<file path="src/hdl/flash_regs.svh">
// Purpose: opcodes, status bit positions and timing figures of the flash command sequencer
// Assumes: included by its bare name from the design file
// Notes: definitions only
`ifndef FLASH_REGS_SVH
`define FLASH_REGS_SVH
// opcodes
`define OP_LATCH_SET 8'h06
`define OP_LATCH_CLR 8'h04
`define OP_STAT1_RD 8'h05
`define OP_STAT2_RD 8'h35
`define OP_STAT_WR 8'h01
`define OP_RD_PLAIN 8'h03
`define OP_RD_FAST 8'h0B
`define OP_RD_DUAL_OUT 8'h3B
`define OP_RD_QUAD_OUT 8'h6B
`define OP_RD_DUAL_IO 8'hBB
`define OP_RD_QUAD_IO 8'hEB
// status bit positions and reset value
`define BIT_BUSY 0
`define BIT_WRITE_LATCH 1
`define BIT_STATUS_LOCK_1 8
`define BIT_QUAD_ENABLE 9
`define STAT_RESET 16'h0000
// phase lengths in bits or clocks, and the mode nibble that selects continuous read
`define ADDR_BITS 6'h18
`define MODE_BITS 6'h08
`define DATA_BITS 4'h8
`define FAST_DUMMY_CLKS 6'h08
`define QIO_DUMMY_CLKS 6'h04
`define CRM_NIBBLE 4'hA
// self-timed status write, system clock and buffer depth
`define WSR_TIME_NS 10000000
`define SYS_PERIOD_NS 50
`define FIFO_DEPTH 4
`endif

</file>
<file path="src/hdl/flash_pkg.sv">
// Purpose: types shared by the flash command sequencer
// Assumes: flash_regs.svh holds the numbers
// Notes: state field sits in the low bits of seq_t so its reset pattern is easy to build
package flash_pkg;
  typedef enum logic [8:0] {
    ST_OPCODE = 9'h001,
    ST_ADDR = 9'h002,
    ST_MODE = 9'h004,
    ST_DUMMY = 9'h008,
    ST_DATA = 9'h010,
    ST_STAT = 9'h020,
    ST_WSR = 9'h040,
    ST_END = 9'h080,
    ST_IDLE = 9'h100
  } seq_state_t;

  // flash pins as seen from inside
  typedef struct packed {
    logic cs_n;
    logic sck;
    logic [3:0] io;
  } spi_pins_t;

  // array read request
  typedef struct packed {
    logic rd;
    logic [23:0] addr;
  } mem_req_t;

  // whole sequencer state
  typedef struct packed {
    spi_pins_t sync1;
    spi_pins_t sync2;
    logic sck_d;
    logic cs_d;
    logic [5:0] cnt;
    logic [7:0] opc;
    logic [2:0] ilanes;
    logic [2:0] olanes;
    logic [23:0] addr;
    logic [7:0] mode;
    logic [15:0] wdata;
    logic [7:0] obyte;
    logic [3:0] obits;
    logic stat_hi;
    logic crm;
    logic crm_quad;
    logic [15:0] status;
    logic wsr_busy;
    logic [31:0] timer;
    logic fetch;
    logic pend;
    mem_req_t mem;
    logic [3:0] io_out;
    logic [3:0] io_oe;
    seq_state_t state;
  } seq_t;
endpackage : flash_pkg

</file>
<file path="src/hdl/flash_cmd.sv">
// Purpose: command sequencer of a serial NOR flash on single, dual or quad SPI pins
// Assumes: array answers a read one cycle after mem_req.rd; pins are asynchronous to clk_sys
// Notes: the SPI clock is sampled by clk_sys, so it must stay well below a quarter of 20 MHz
`timescale 1ns/1ps
`default_nettype none
`include "flash_regs.svh"

// small first-in first-out buffer between array reads and the output shifter
module byte_fifo #(
  parameter int WIDTH = 8,
  parameter int DEPTH = `FIFO_DEPTH
) (
  // clock and reset
  input wire logic clk_sys,
  input wire logic rst_n,
  input wire logic flush,
  // filling side
  input wire logic in_valid,
  output logic in_ready,
  input wire logic [WIDTH-1:0] in_data,
  // draining side
  output logic out_valid,
  input wire logic out_ready,
  output logic [WIDTH-1:0] out_data
);
  localparam int AW = (DEPTH > 1) ? $clog2(DEPTH) : 1;
  typedef struct packed {
    logic [AW-1:0] wr;
    logic [AW-1:0] rd;
    logic [AW:0] cnt;
  } fifo_st_t;

  fifo_st_t r, n;
  logic [WIDTH-1:0] mem [DEPTH];
  logic push, pop;

  // wrap a pointer at the depth
  function automatic logic [AW-1:0] step(input logic [AW-1:0] p);
    step = (p == AW'(DEPTH - 1)) ? '0 : p + 1'b1;
  endfunction : step

  // handshake terms
  assign in_ready = (r.cnt != (AW + 1)'(DEPTH));
  assign out_valid = (r.cnt != '0);
  assign out_data = mem[r.rd];
  assign push = in_valid & in_ready;
  assign pop = out_valid & out_ready;

  // pointer and count update
  always_comb begin
    n = r;
    if (push) n.wr = step(r.wr);
    if (pop) n.rd = step(r.rd);
    n.cnt = r.cnt + (AW + 1)'(push) - (AW + 1)'(pop);
    if (flush) n = '0;
  end

  always_ff @(posedge clk_sys or negedge rst_n) begin
    if (!rst_n) r <= '0;
    else r <= n;
  end

  // storage, no reset needed
  always_ff @(posedge clk_sys) begin
    if (push) mem[r.wr] <= in_data;
  end
endmodule : byte_fifo

module flash_cmd
#(
  parameter int unsigned WSR_CYCLES = `WSR_TIME_NS / `SYS_PERIOD_NS
) (
  // clock and reset
  input wire logic clk_sys,
  input wire logic rst_n,
  // flash pins, io lines split into input, output and enable
  input wire flash_pkg::spi_pins_t pins_in,
  output logic [3:0] io_out,
  output logic [3:0] io_oe,
  // array read port
  output flash_pkg::mem_req_t mem_req,
  input wire logic mem_rd_valid,
  input wire logic [7:0] mem_rdata,
  // program and erase engine outside
  input wire logic ext_busy,
  input wire logic ext_done,
  // status word
  output logic [15:0] status
);
  import flash_pkg::*;

  // pins idle at their deselected level so no false chip-select edge follows reset
  localparam spi_pins_t PINS_IDLE = '{cs_n: 1'b1, default: '0};
  localparam seq_t SEQ_RST = '{sync1: PINS_IDLE, sync2: PINS_IDLE, cs_d: 1'b1,
                               status: `STAT_RESET, state: ST_IDLE, default: '0};

  seq_t r, n;
  logic rise, fall, cs_fall, cs_rise;
  logic [7:0] op;
  logic fifo_in_ready, fifo_out_valid, fifo_pop;
  logic [7:0] fifo_data;
  logic [7:0] ld;
  logic [5:0] cnt_next;

  // shift lane bits into a word, line 3 or 1 carrying the higher bit
  function automatic logic [23:0] shift_in(input logic [23:0] v, input logic [3:0] io,
                                           input logic [2:0] lanes);
    case (lanes)
      3'd4: shift_in = {v[19:0], io};
      3'd2: shift_in = {v[21:0], io[1:0]};
      default: shift_in = {v[22:0], io[0]};
    endcase
  endfunction : shift_in
  // place the top bits of a byte on the lines
  function automatic logic [3:0] lane_bits(input logic [7:0] b, input logic [2:0] lanes);
    case (lanes)
      3'd4: lane_bits = b[7:4];
      3'd2: lane_bits = {2'b00, b[7:6]};
      default: lane_bits = {2'b00, b[7], 1'b0};
    endcase
  endfunction : lane_bits
  // lines driven for each width
  function automatic logic [3:0] lane_mask(input logic [2:0] lanes);
    case (lanes)
      3'd4: lane_mask = 4'hF;
      3'd2: lane_mask = 4'h3;
      default: lane_mask = 4'h2;
    endcase
  endfunction : lane_mask
  byte_fifo #(
    .WIDTH(8),
    .DEPTH(`FIFO_DEPTH)
  ) u_fifo (
    .clk_sys(clk_sys),
    .rst_n(rst_n),
    .flush(cs_rise),
    .in_valid(mem_rd_valid & r.pend),
    .in_ready(fifo_in_ready),
    .in_data(mem_rdata),
    .out_valid(fifo_out_valid),
    .out_ready(fifo_pop),
    .out_data(fifo_data)
  );

  // edges of the synchronised pins; second stage against its delayed copy
  assign rise = r.sync2.sck & ~r.sck_d & ~r.sync2.cs_n;
  assign fall = ~r.sync2.sck & r.sck_d & ~r.sync2.cs_n;
  assign cs_fall = ~r.sync2.cs_n & r.cs_d;
  assign cs_rise = r.sync2.cs_n & ~r.cs_d;
  assign op = {r.opc[6:0], r.sync2.io[0]};
  assign cnt_next = r.cnt + {3'b000, r.ilanes};

  // next-state logic of the whole sequencer
  always_comb begin
    n = r;
    fifo_pop = 1'b0;
    ld = r.obyte;
    n.mem.rd = 1'b0;
    n.sync1 = pins_in;
    n.sync2 = r.sync1;
    n.sck_d = r.sync2.sck;
    n.cs_d = r.sync2.cs_n;
    // self-timed status write cycle
    if (r.wsr_busy) begin
      if (r.timer == '0) begin
        n.wsr_busy = 1'b0;
        n.status[`BIT_WRITE_LATCH] = 1'b0;
      end else begin
        n.timer = r.timer - 32'd1;
      end
    end
    if (ext_done) n.status[`BIT_WRITE_LATCH] = 1'b0;
    // new frame: opcode, or straight to address in continuous read
    if (cs_fall) begin
      n.cnt = '0;
      n.obits = '0;
      n.io_oe = '0;
      if (r.crm) begin
        n.state = ST_ADDR;
        n.opc = r.crm_quad ? `OP_RD_QUAD_IO : `OP_RD_DUAL_IO;
        n.ilanes = r.crm_quad ? 3'd4 : 3'd2;
        n.olanes = n.ilanes;
      end else begin
        n.state = ST_OPCODE;
        n.ilanes = 3'd1;
      end
    end
    // input sampling on rising sck
    if (rise) begin
      case (r.state)
        ST_OPCODE: begin
          n.opc = op;
          n.cnt = r.cnt + 6'd1;
          if (r.cnt == 6'd7) begin
            n.cnt = '0;
            n.state = ST_IDLE;
            case (op)
              `OP_LATCH_SET, `OP_LATCH_CLR: if (!r.status[`BIT_BUSY]) n.state = ST_END;
              `OP_STAT1_RD, `OP_STAT2_RD: begin
                n.state = ST_STAT;
                n.stat_hi = (op == `OP_STAT2_RD);
                n.olanes = 3'd1;
              end
              `OP_STAT_WR: begin
                if (r.status[`BIT_WRITE_LATCH] && !r.status[`BIT_BUSY]) n.state = ST_WSR;
              end
              `OP_RD_PLAIN, `OP_RD_FAST: begin
                if (!r.status[`BIT_BUSY]) n.state = ST_ADDR;
                n.olanes = 3'd1;
              end
              `OP_RD_DUAL_OUT: begin
                if (!r.status[`BIT_BUSY]) n.state = ST_ADDR;
                n.olanes = 3'd2;
              end
              `OP_RD_QUAD_OUT: begin
                if (!r.status[`BIT_BUSY] && r.status[`BIT_QUAD_ENABLE]) n.state = ST_ADDR;
                n.olanes = 3'd4;
              end
              `OP_RD_DUAL_IO: begin
                if (!r.status[`BIT_BUSY]) n.state = ST_ADDR;
                n.ilanes = 3'd2;
                n.olanes = 3'd2;
              end
              `OP_RD_QUAD_IO: begin
                if (!r.status[`BIT_BUSY] && r.status[`BIT_QUAD_ENABLE]) n.state = ST_ADDR;
                n.ilanes = 3'd4;
                n.olanes = 3'd4;
              end
              default: n.state = ST_IDLE;
            endcase
          end
        end
        ST_ADDR: begin
          n.addr = shift_in(r.addr, r.sync2.io, r.ilanes);
          n.cnt = cnt_next;
          if (cnt_next == `ADDR_BITS) begin
            n.cnt = '0;
            n.fetch = 1'b1;
            case (r.opc)
              `OP_RD_PLAIN: n.state = ST_DATA;
              `OP_RD_DUAL_IO, `OP_RD_QUAD_IO: n.state = ST_MODE;
              default: n.state = ST_DUMMY;
            endcase
          end
        end
        ST_MODE: begin
          n.mode = 8'(shift_in({16'h0000, r.mode}, r.sync2.io, r.ilanes));
          n.cnt = cnt_next;
          if (cnt_next == `MODE_BITS) begin
            n.cnt = '0;
            n.crm = (n.mode[7:4] == `CRM_NIBBLE);
            n.crm_quad = (r.opc == `OP_RD_QUAD_IO);
            n.state = (r.opc == `OP_RD_QUAD_IO) ? ST_DUMMY : ST_DATA;
          end
        end
        ST_DUMMY: begin
          n.cnt = r.cnt + 6'd1;
          if (n.cnt == ((r.opc == `OP_RD_QUAD_IO) ? `QIO_DUMMY_CLKS : `FAST_DUMMY_CLKS)) begin
            n.cnt = '0;
            n.state = ST_DATA;
          end
        end
        ST_WSR: begin
          n.wdata = {r.wdata[14:0], r.sync2.io[0]};
          if (r.cnt != 6'h3F) n.cnt = r.cnt + 6'd1;
        end
        ST_END: n.state = ST_IDLE;
        ST_DATA, ST_STAT, ST_IDLE: n.cnt = r.cnt;
        default: n.state = ST_IDLE;
      endcase
    end
    // output shifting on falling sck, a fresh byte when the last one is spent
    if (fall && (r.state == ST_DATA || r.state == ST_STAT)) begin
      if (r.obits == '0) begin
        if (r.state == ST_STAT) begin
          ld = r.stat_hi ? r.status[15:8] : r.status[7:0];
        end else begin
          ld = fifo_out_valid ? fifo_data : 8'hFF;
          fifo_pop = fifo_out_valid;
        end
        n.obits = `DATA_BITS - {1'b0, r.olanes};
      end else begin
        n.obits = r.obits - {1'b0, r.olanes};
      end
      n.io_out = lane_bits(ld, r.olanes);
      n.io_oe = lane_mask(r.olanes);
      n.obyte = ld << r.olanes;
    end
    // prefetch of consecutive bytes while the buffer has room
    if (r.fetch && fifo_in_ready && !r.pend) begin
      n.mem.rd = 1'b1;
      n.mem.addr = r.addr;
      n.addr = r.addr + 24'd1;
      n.pend = 1'b1;
    end
    if (mem_rd_valid) n.pend = 1'b0;
    // end of frame: latch commands and status write take effect here
    if (cs_rise) begin
      case (r.state)
        ST_END: begin
          if (r.opc == `OP_LATCH_SET) n.status[`BIT_WRITE_LATCH] = 1'b1;
          else n.status[`BIT_WRITE_LATCH] = 1'b0;
        end
        ST_WSR: begin
          if (r.cnt == 6'd8) begin
            n.status[7:2] = r.wdata[7:2];
            n.status[`BIT_QUAD_ENABLE] = 1'b0;
            n.status[`BIT_STATUS_LOCK_1] = 1'b0;
          end else if (r.cnt == 6'd16) begin
            n.status[7:2] = r.wdata[15:10];
            n.status[`BIT_QUAD_ENABLE] = r.wdata[1];
            n.status[`BIT_STATUS_LOCK_1] = r.wdata[0];
          end
          if (r.cnt == 6'd8 || r.cnt == 6'd16) begin
            n.wsr_busy = 1'b1;
            n.timer = 32'(WSR_CYCLES - 1);
          end
        end
        default: n.cnt = '0;
      endcase
      n.state = ST_IDLE;
      n.fetch = 1'b0;
      n.pend = 1'b0;
      n.io_oe = '0;
      n.obits = '0;
    end
    n.status[`BIT_BUSY] = n.wsr_busy | ext_busy;
  end
  // single register stage for all state
  always_ff @(posedge clk_sys or negedge rst_n) begin
    if (!rst_n) r <= SEQ_RST;
    else r <= n;
  end

  // outputs straight from the state register
  assign io_out = r.io_out;
  assign io_oe = r.io_oe;
  assign mem_req = r.mem;
  assign status = r.status;
endmodule : flash_cmd
`default_nettype wire

</file>
<file path="config.mk">
export PLATFORM = sky130hd
export DESIGN_NAME = flash_cmd
export DESIGN_NICKNAME = d
export VERILOG_FILES = /design/src/hdl/flash_pkg.sv /design/src/hdl/flash_cmd.sv
export VERILOG_INCLUDE_DIRS = /design/src /design/src/hdl
export SDC_FILE = /design/constraint.sdc
export NUM_CORES = 1
export LEC_CHECK = 0
export BUFFER_PORTS_ARGS = -buffer_cell sky130_fd_sc_hd__buf_4
export CORE_MARGIN = 2
export CORE_UTILIZATION = 45
export CTS_CLUSTER_SIZE = 16
export DETAILED_ROUTE_END_ITERATION = 7
export PLACE_DENSITY = 0.69
export RECOVER_POWER = 100
export SLEW_MARGIN = 20
export SYNTH_ARGS = -nofsm -noshare
export SYNTH_HDL_FRONTEND = slang
export SYNTH_SLANG_ARGS = --single-unit
</file>
<file path="constraint.sdc">
create_clock -name clk_sys -period 4.8 [get_ports clk_sys]
set_input_delay 0 -clock clk_sys [delete_from_list [all_inputs] [get_ports clk_sys]]
set_output_delay 0 -clock clk_sys [all_outputs]
set_load 0.1 [all_outputs]
</file>
==> flow_summary.toml, run 1 <==
[floorplanning]
initial_core_util_pct = 45.4
rows = 61
core_area_mm2 = 0.0276
die_y_um = 171
fp.dieW_um = 171
ios = 68
design.die.area_mm2 = 0.0291

[yosys]
ys_ff_latch = 221
yosys.cell_count.top_type = "dfrtp_1"
synth_cells = 1309
ys_top_cells_by_count = "dfrtp_1, nand2_1, nor2_1"
synth_top_flop_cell = "dfrtp_1"
netlist_area_mm2 = 0.0125
synth_top_area_share_pct = 37.0
async_flop_share_pct = 85.5
ys_warn_count = 0
synth_area_per_cell_um2 = 9.55
yosysTopAreaCell = "dfrtp_1"
synth_edf_count = 32
ys_seq_area_share_pct = 45.6
yosys.cell_types.count = 98
ys_top_cells_by_area = "dfrtp_1, edfxtp_1, nand2_1"

[grt]
grt_usage_pct = 20.1
antenna_found_initial = 0
grt-ovfl-total = 0
grt_pass1_wl_um = 47900
grt_max_degree = 71
grt_pass1_vias = 9384

[cts]
h-tree-depth = 1
cts_setup_buffers = 0
clk_pin_slew_ns = 0.06
clockRootBuffer = "clkbuf_16"
cts_buffers = 25
post_cts_resized = 0
ctsHoldBuffers = 18
insertion_delay_ns = 0.52
clock-sinks = 221
cts_tree = "built"
cts.path.max_buffers = 3

[critical_path]
crit_path_end_kind = "flop"
path_max_fanout = 24
cp_slowest_stage_delay_ns = 1.05
crit_slowest_cell = "nor3b_1"
crit_chain = "nor3_1, nand3_1, nor3b_1, nand3_1, nand2_1, o21ai_0"
path_class = "flop to flop"
start_kind = "flop"
worstPathRequired_ns = 5.17
worstPathArrival_ns = 4.18
crit_path_frequent_cell = "nand3_1"

[cells_and_area]
fillers = 2568
ff_latch_area_mm2 = 0.00570
layout-drive-gt1-share_pct = 9.40
syn2layout_area_growth_pct = 8.46
instances_no_fill = 1697
multi_input_area_mm2 = 0.00598
num_antenna_cells = 0
final_net_count = 1342

[power]
vdd_drop_max_mv = 0.364
leakage_nw = 5.91
cellPowerDensity_mw_per_mm2 = 314

[routing]
routed_wl_um = 28800
ant_nets = 0
drtPass1Iterations = 5
via_count = 9714
drc = 0
post_drt_via_cell_ratio = 5.72
drt-initial-drc-count = 863
wl_per_cell_um = 17.0

[place]
dp.final_hpwl_um = 19300
io_buffers = 61
place_congestion = 0.878
dp.cells = 1634

[outcome]
violations = "capacitance limit, slew limit"
status = "complete, but fails checks"

[sta]
period_needed_ns = 3.81
fin_skew_ns = 0.0104
setup-tns-final_ns = 0
hold_viol_final = 0
fin_crit_sh_pct = 79.5
fmax_mhz = 262
maxSlewHeadroom_pct = -89.5
slew_viol_final = 124
tightest_slew_ns = 2.84
rsz0062_at_grt = "no"
setup_viol_count_final = 0

[flow_run]
drv_cap = 2

[hold_path]
holdCritPathClass = "input port to asynchronous set/reset pin"
path summary, 6_finish.rpt:
kind	cells past startpoint	slack [ns]	start	endpoint
worst max-delay path	6	0.99	r[1]	status[3]
worst min-delay path	2	0.03	rst_n	u_fifo.r[3]
worst max register to register	6	0.99	r[1]	status[3]
worst min register to register	0	0.35	n[179]	r[179]
max in group asynchronous	3	1.70	rst_n	r[145]
min in group clk_sys	2	0.15	pins_in[5]	n[183]
metrics by stage:
step,utilization [%],hold slack [ns],worst slack (ns),total power [mW],area (um^2)
2_1_floorplan,-,-0.296,1.76,2.34,12500
3_3_place_gp,46.5,0.0469,1.52,2.44,12800
3_5_place_dp,46.5,0.0419,1.46,2.45,12800
4_1_cts,50.0,0.0683,1.44,4.31,13800
5_1_grt,49.2,0.104,0.617,4.44,13600
6_report,49.2,0.0259,0.986,4.26,13600
flip-flops by register name (all words and copies together), names as in the netlist:
| name | cells |
|---|---|
| r | 124 |
| op | 8 |
| io_oe | 3 |
| io_out | 4 |
| mem_req | 25 |
| u_fifo.r | 7 |
| status | 10 |
| u_fifo.mem | 32 |
| n | 8 |
final cells by class:
| class | count | share of cell area [%] |
|---|---|---|
| sequential | 221 | 42.0 |
| multi-input combinational | 938 | 44.1 |
| inverter | 26 | 0.720 |
| clock buffer | 32 | 5.10 |
| timing repair buffer | 89 | 3.79 |
| clock inverter | 13 | 0.738 |
| tap | 378 | 3.49 |
worst max-delay path: cells and delay by family, from the launching register on:
family,cells,cell delay [ns]
AOI/OAI and AO/OA,1,0.11
DFF,1,0.50
and+or+nand+nor,5,3.05
routing by layer:
metal,wire length (um),part of all wire [%],up-vias,track usage (%)
li1,-,-,4629,-
met2,13300,46,262,31.8
met3,1500,5.2,35,2.54
met5,0,0,-,0
met1,13600,47,4788,29.2
met4,442,1.5,0,5.46
logic make-up (layout without fill, tap and decap cells):
family | count (synthesis) | count (layout) | share of synthesized area, %
compound gates | 293 | 293 | 15.7
xor+xnor | 41 | 41 | 2.87
fa+ha+maj | 22 | 22 | 2.38
buf+inv | 155 | 160 | 6.68
flops | 221 | 221 | 45.6
mux | 55 | 55 | 5.84
other cells | 1 | 6 | 0.0300
simple gates | 521 | 521 | 20.9
cells in the final DEF (no fill, tap or decap), types with 10 or more instances in the layout:
cell type,n
clkbuf_16,25
or3_1,10
mux2i_1,20
mux4_2,12
a211oi_1,20
nand3_1,36
a21oi_1,82
xnor2_1,20
a22oi_1,10
nor2_1,127
nor2b_1,13
a31oi_1,12
dlygate4sd3_1,18
edfxtp_1,32
mux2_2,23
inv_1,24
and3_1,19
nor3_1,34
ha_1,19
a22o_1,20
o21a_1,10
o21ai_0,54
nand2b_1,11
dfrtp_1,185
clkbuf_1,57
nand2_1,179
xor2_1,21
power by group:
group | internal (mW) | switching [mW] | total (mW)
combinational | 0.125 | 0.217 | 0.341
clock | 1.07 | 0.770 | 1.84
sequential | 1.96 | 0.117 | 2.08
Note: power is estimated with default switching activity, not from simulation.
==> run 2: changes to the inputs <==
--- a/config.mk
+++ b/config.mk
@@ -11,7 +11,7 @@
 export CORE_UTILIZATION = 45
 export CTS_CLUSTER_SIZE = 16
 export DETAILED_ROUTE_END_ITERATION = 7
-export PLACE_DENSITY = 0.69
+export PLACE_DENSITY = 0.71
 export RECOVER_POWER = 100
 export SLEW_MARGIN = 20
 export SYNTH_ARGS = -nofsm -noshare
==> constraint.sdc (replaced) <==
create_clock -name clk_sys -period 3.5 [get_ports clk_sys]
set_input_delay 0 -clock clk_sys [delete_from_list [all_inputs] [get_ports clk_sys]]
set_output_delay 0 -clock clk_sys [all_outputs]
set_load 0.1 [all_outputs]
==> run 2 against run 1 <==
Final area is 1.1% higher. Via count about the same. Clock power increased by 43%. The flow still finishes with violations (capacitance limit, slew limit). Largest power group unchanged. Clock-buffer cell count rose by 1. Die area stayed put. Flip-flop and latch count stayed put. Critical path type unchanged. Core utilization is 0.54 points higher. Sequential share of layout area fell by 0.45 points.
==> flow_summary.toml, run 2 (same netlist as run 1, synthesis figures left out) <==
[grt]
antenna_found_initial = 0
grt_usage_pct = 19.7
grt-ovfl-total = 0
grt_pass1_vias = 9222
grt_max_degree = 107
grt_pass1_wl_um = 47200

[flow_run]
drv_cap = 1

[cts]
h-tree-depth = 1
cts_tree = "built"
cts_buffers = 25
insertion_delay_ns = 0.52
clockRootBuffer = "clkbuf_16"
clock-sinks = 221
cts_setup_buffers = 0
post_cts_resized = 0
clk_pin_slew_ns = 0.06
ctsHoldBuffers = 18
cts.path.max_buffers = 3

[sta]
hold_viol_final = 0
setup-tns-final_ns = 0
slew_viol_final = 106
tightest_slew_ns = 2.62
rsz0062_at_grt = "no"
setup_viol_count_final = 0
period_needed_ns = 3.24
fin_crit_sh_pct = 92.5
maxSlewHeadroom_pct = -74.6
fmax_mhz = 309
fin_skew_ns = 0.0103

[place]
place_congestion = 0.904
io_buffers = 61
dp.cells = 1650
dp.final_hpwl_um = 19500

[floorplanning]
design.die.area_mm2 = 0.0291
fp.dieW_um = 171
core_area_mm2 = 0.0276
rows = 61
initial_core_util_pct = 45.4
ios = 68
die_y_um = 171

[outcome]
status = "complete, but fails checks"
violations = "capacitance limit, slew limit"

[critical_path]
worstPathArrival_ns = 3.63
crit_chain = "ha_1, clkbuf_1, nor4bb_1, and3_1, clkbuf_2, nor2_1"
cp.depth = 6
worstRegToRegCells = 6
crit_path_end_kind = "flop"
crit_family = "buffers and inverters"
worstPathRequired_ns = 3.89
crit_slowest_cell = "clkbuf_1"
cp_slowest_stage_delay_ns = 0.87
path_class = "flop to flop"
path_max_fanout = 23
start_kind = "flop"
crit_buf_inv = 2

[routing]
drc = 0
wl_per_cell_um = 16.6
post_drt_via_cell_ratio = 5.68
ant_nets = 0
drtPass1Iterations = 5
routed_wl_um = 28400
drt-initial-drc-count = 761
via_count = 9717

[power]
cellPowerDensity_mw_per_mm2 = 435
leakage_nw = 6.00
vdd_drop_max_mv = 0.468

[cells_and_area]
syn2layout_area_growth_pct = 9.64
layout_common_cells = "dfrtp_1, nand2_1, nor2_1"
num_antenna_cells = 0
top_register = "r"
fillers = 2560
final_net_count = 1358
layout-drive-gt1-share_pct = 10.4
mostFrequentLayoutCell = "dfrtp_1"
instances_no_fill = 1711
largest_register_ffs = 124

[hold_path]
holdCritPathClass = "input port to flop"
holdPathStages = 2
[run 2: power by group]
part           total (mW)  switching [mW]  internal [mW]  leakage, nW
logic               0.478           0.301          0.177         2.73
registers            2.85           0.154           2.69         2.86
clock network        2.64            1.04           1.60        0.402
total                5.96            1.50           4.47         6.00
[run 2: through the flow]
step           hold WS, ns  util [%]  setup slack, ns  area (um^2)  total power [mW]
2_1_floorplan       -0.296         -            0.464        12500              3.21
3_3_place_gp         0.113      47.0            0.486        12900              3.35
3_5_place_dp         0.113      47.0            0.402        12900              3.36
4_1_cts              0.123      50.6            0.403        13900              6.04
5_1_grt              0.146      49.7            0.143        13700              6.20
6_report             0.152      49.7            0.261        13700              5.96
[run 2: worst register-to-register path, stage by stage (launching register included)]
cell and delay, ns:
dfstp_1 0.61, ha_1 0.17, clkbuf_1 0.87, nor4bb_1 0.54, and3_1 0.52, clkbuf_2 0.31
nor2_1 0.09
[run 2: cell type report]
| cell class | count | area [um^2] | share of cell area, % |
|---|---|---|---|
| Clock buffer | 33 | 687 | 5.01 |
| Clock inverter | 10 | 135 | 0.986 |
| Sequential cell | 221 | 5700 | 41.6 |
| Multi-Input combinational cell | 938 | 5990 | 43.7 |
| Timing Repair Buffer | 105 | 619 | 4.52 |
| Tap cell | 378 | 473 | 3.45 |
| Inverter | 26 | 97.6 | 0.712 |
[run 2: path summary, 6_finish.rpt]
check | startpoint | to | slack, ns
worst min register to register | n[179] | r[179] | 0.35
worst min-delay path | pins_in[5] | n[183] | 0.15
worst max register to register | n[176] | r[65] | 0.26
min in group asynchronous | rst_n | u_fifo.r[6] | 0.79
worst max-delay path | n[176] | r[65] | 0.26
max in group asynchronous | rst_n | r[127] | 0.98
[run 2: metal layers]
metal,up-vias,global-route usage [%],wire [um]
met5,-,0,0
met4,0,5.80,714
met3,52,2.94,1550
met2,284,31.4,13200
met1,4733,27.9,12900
li1,4648,-,-
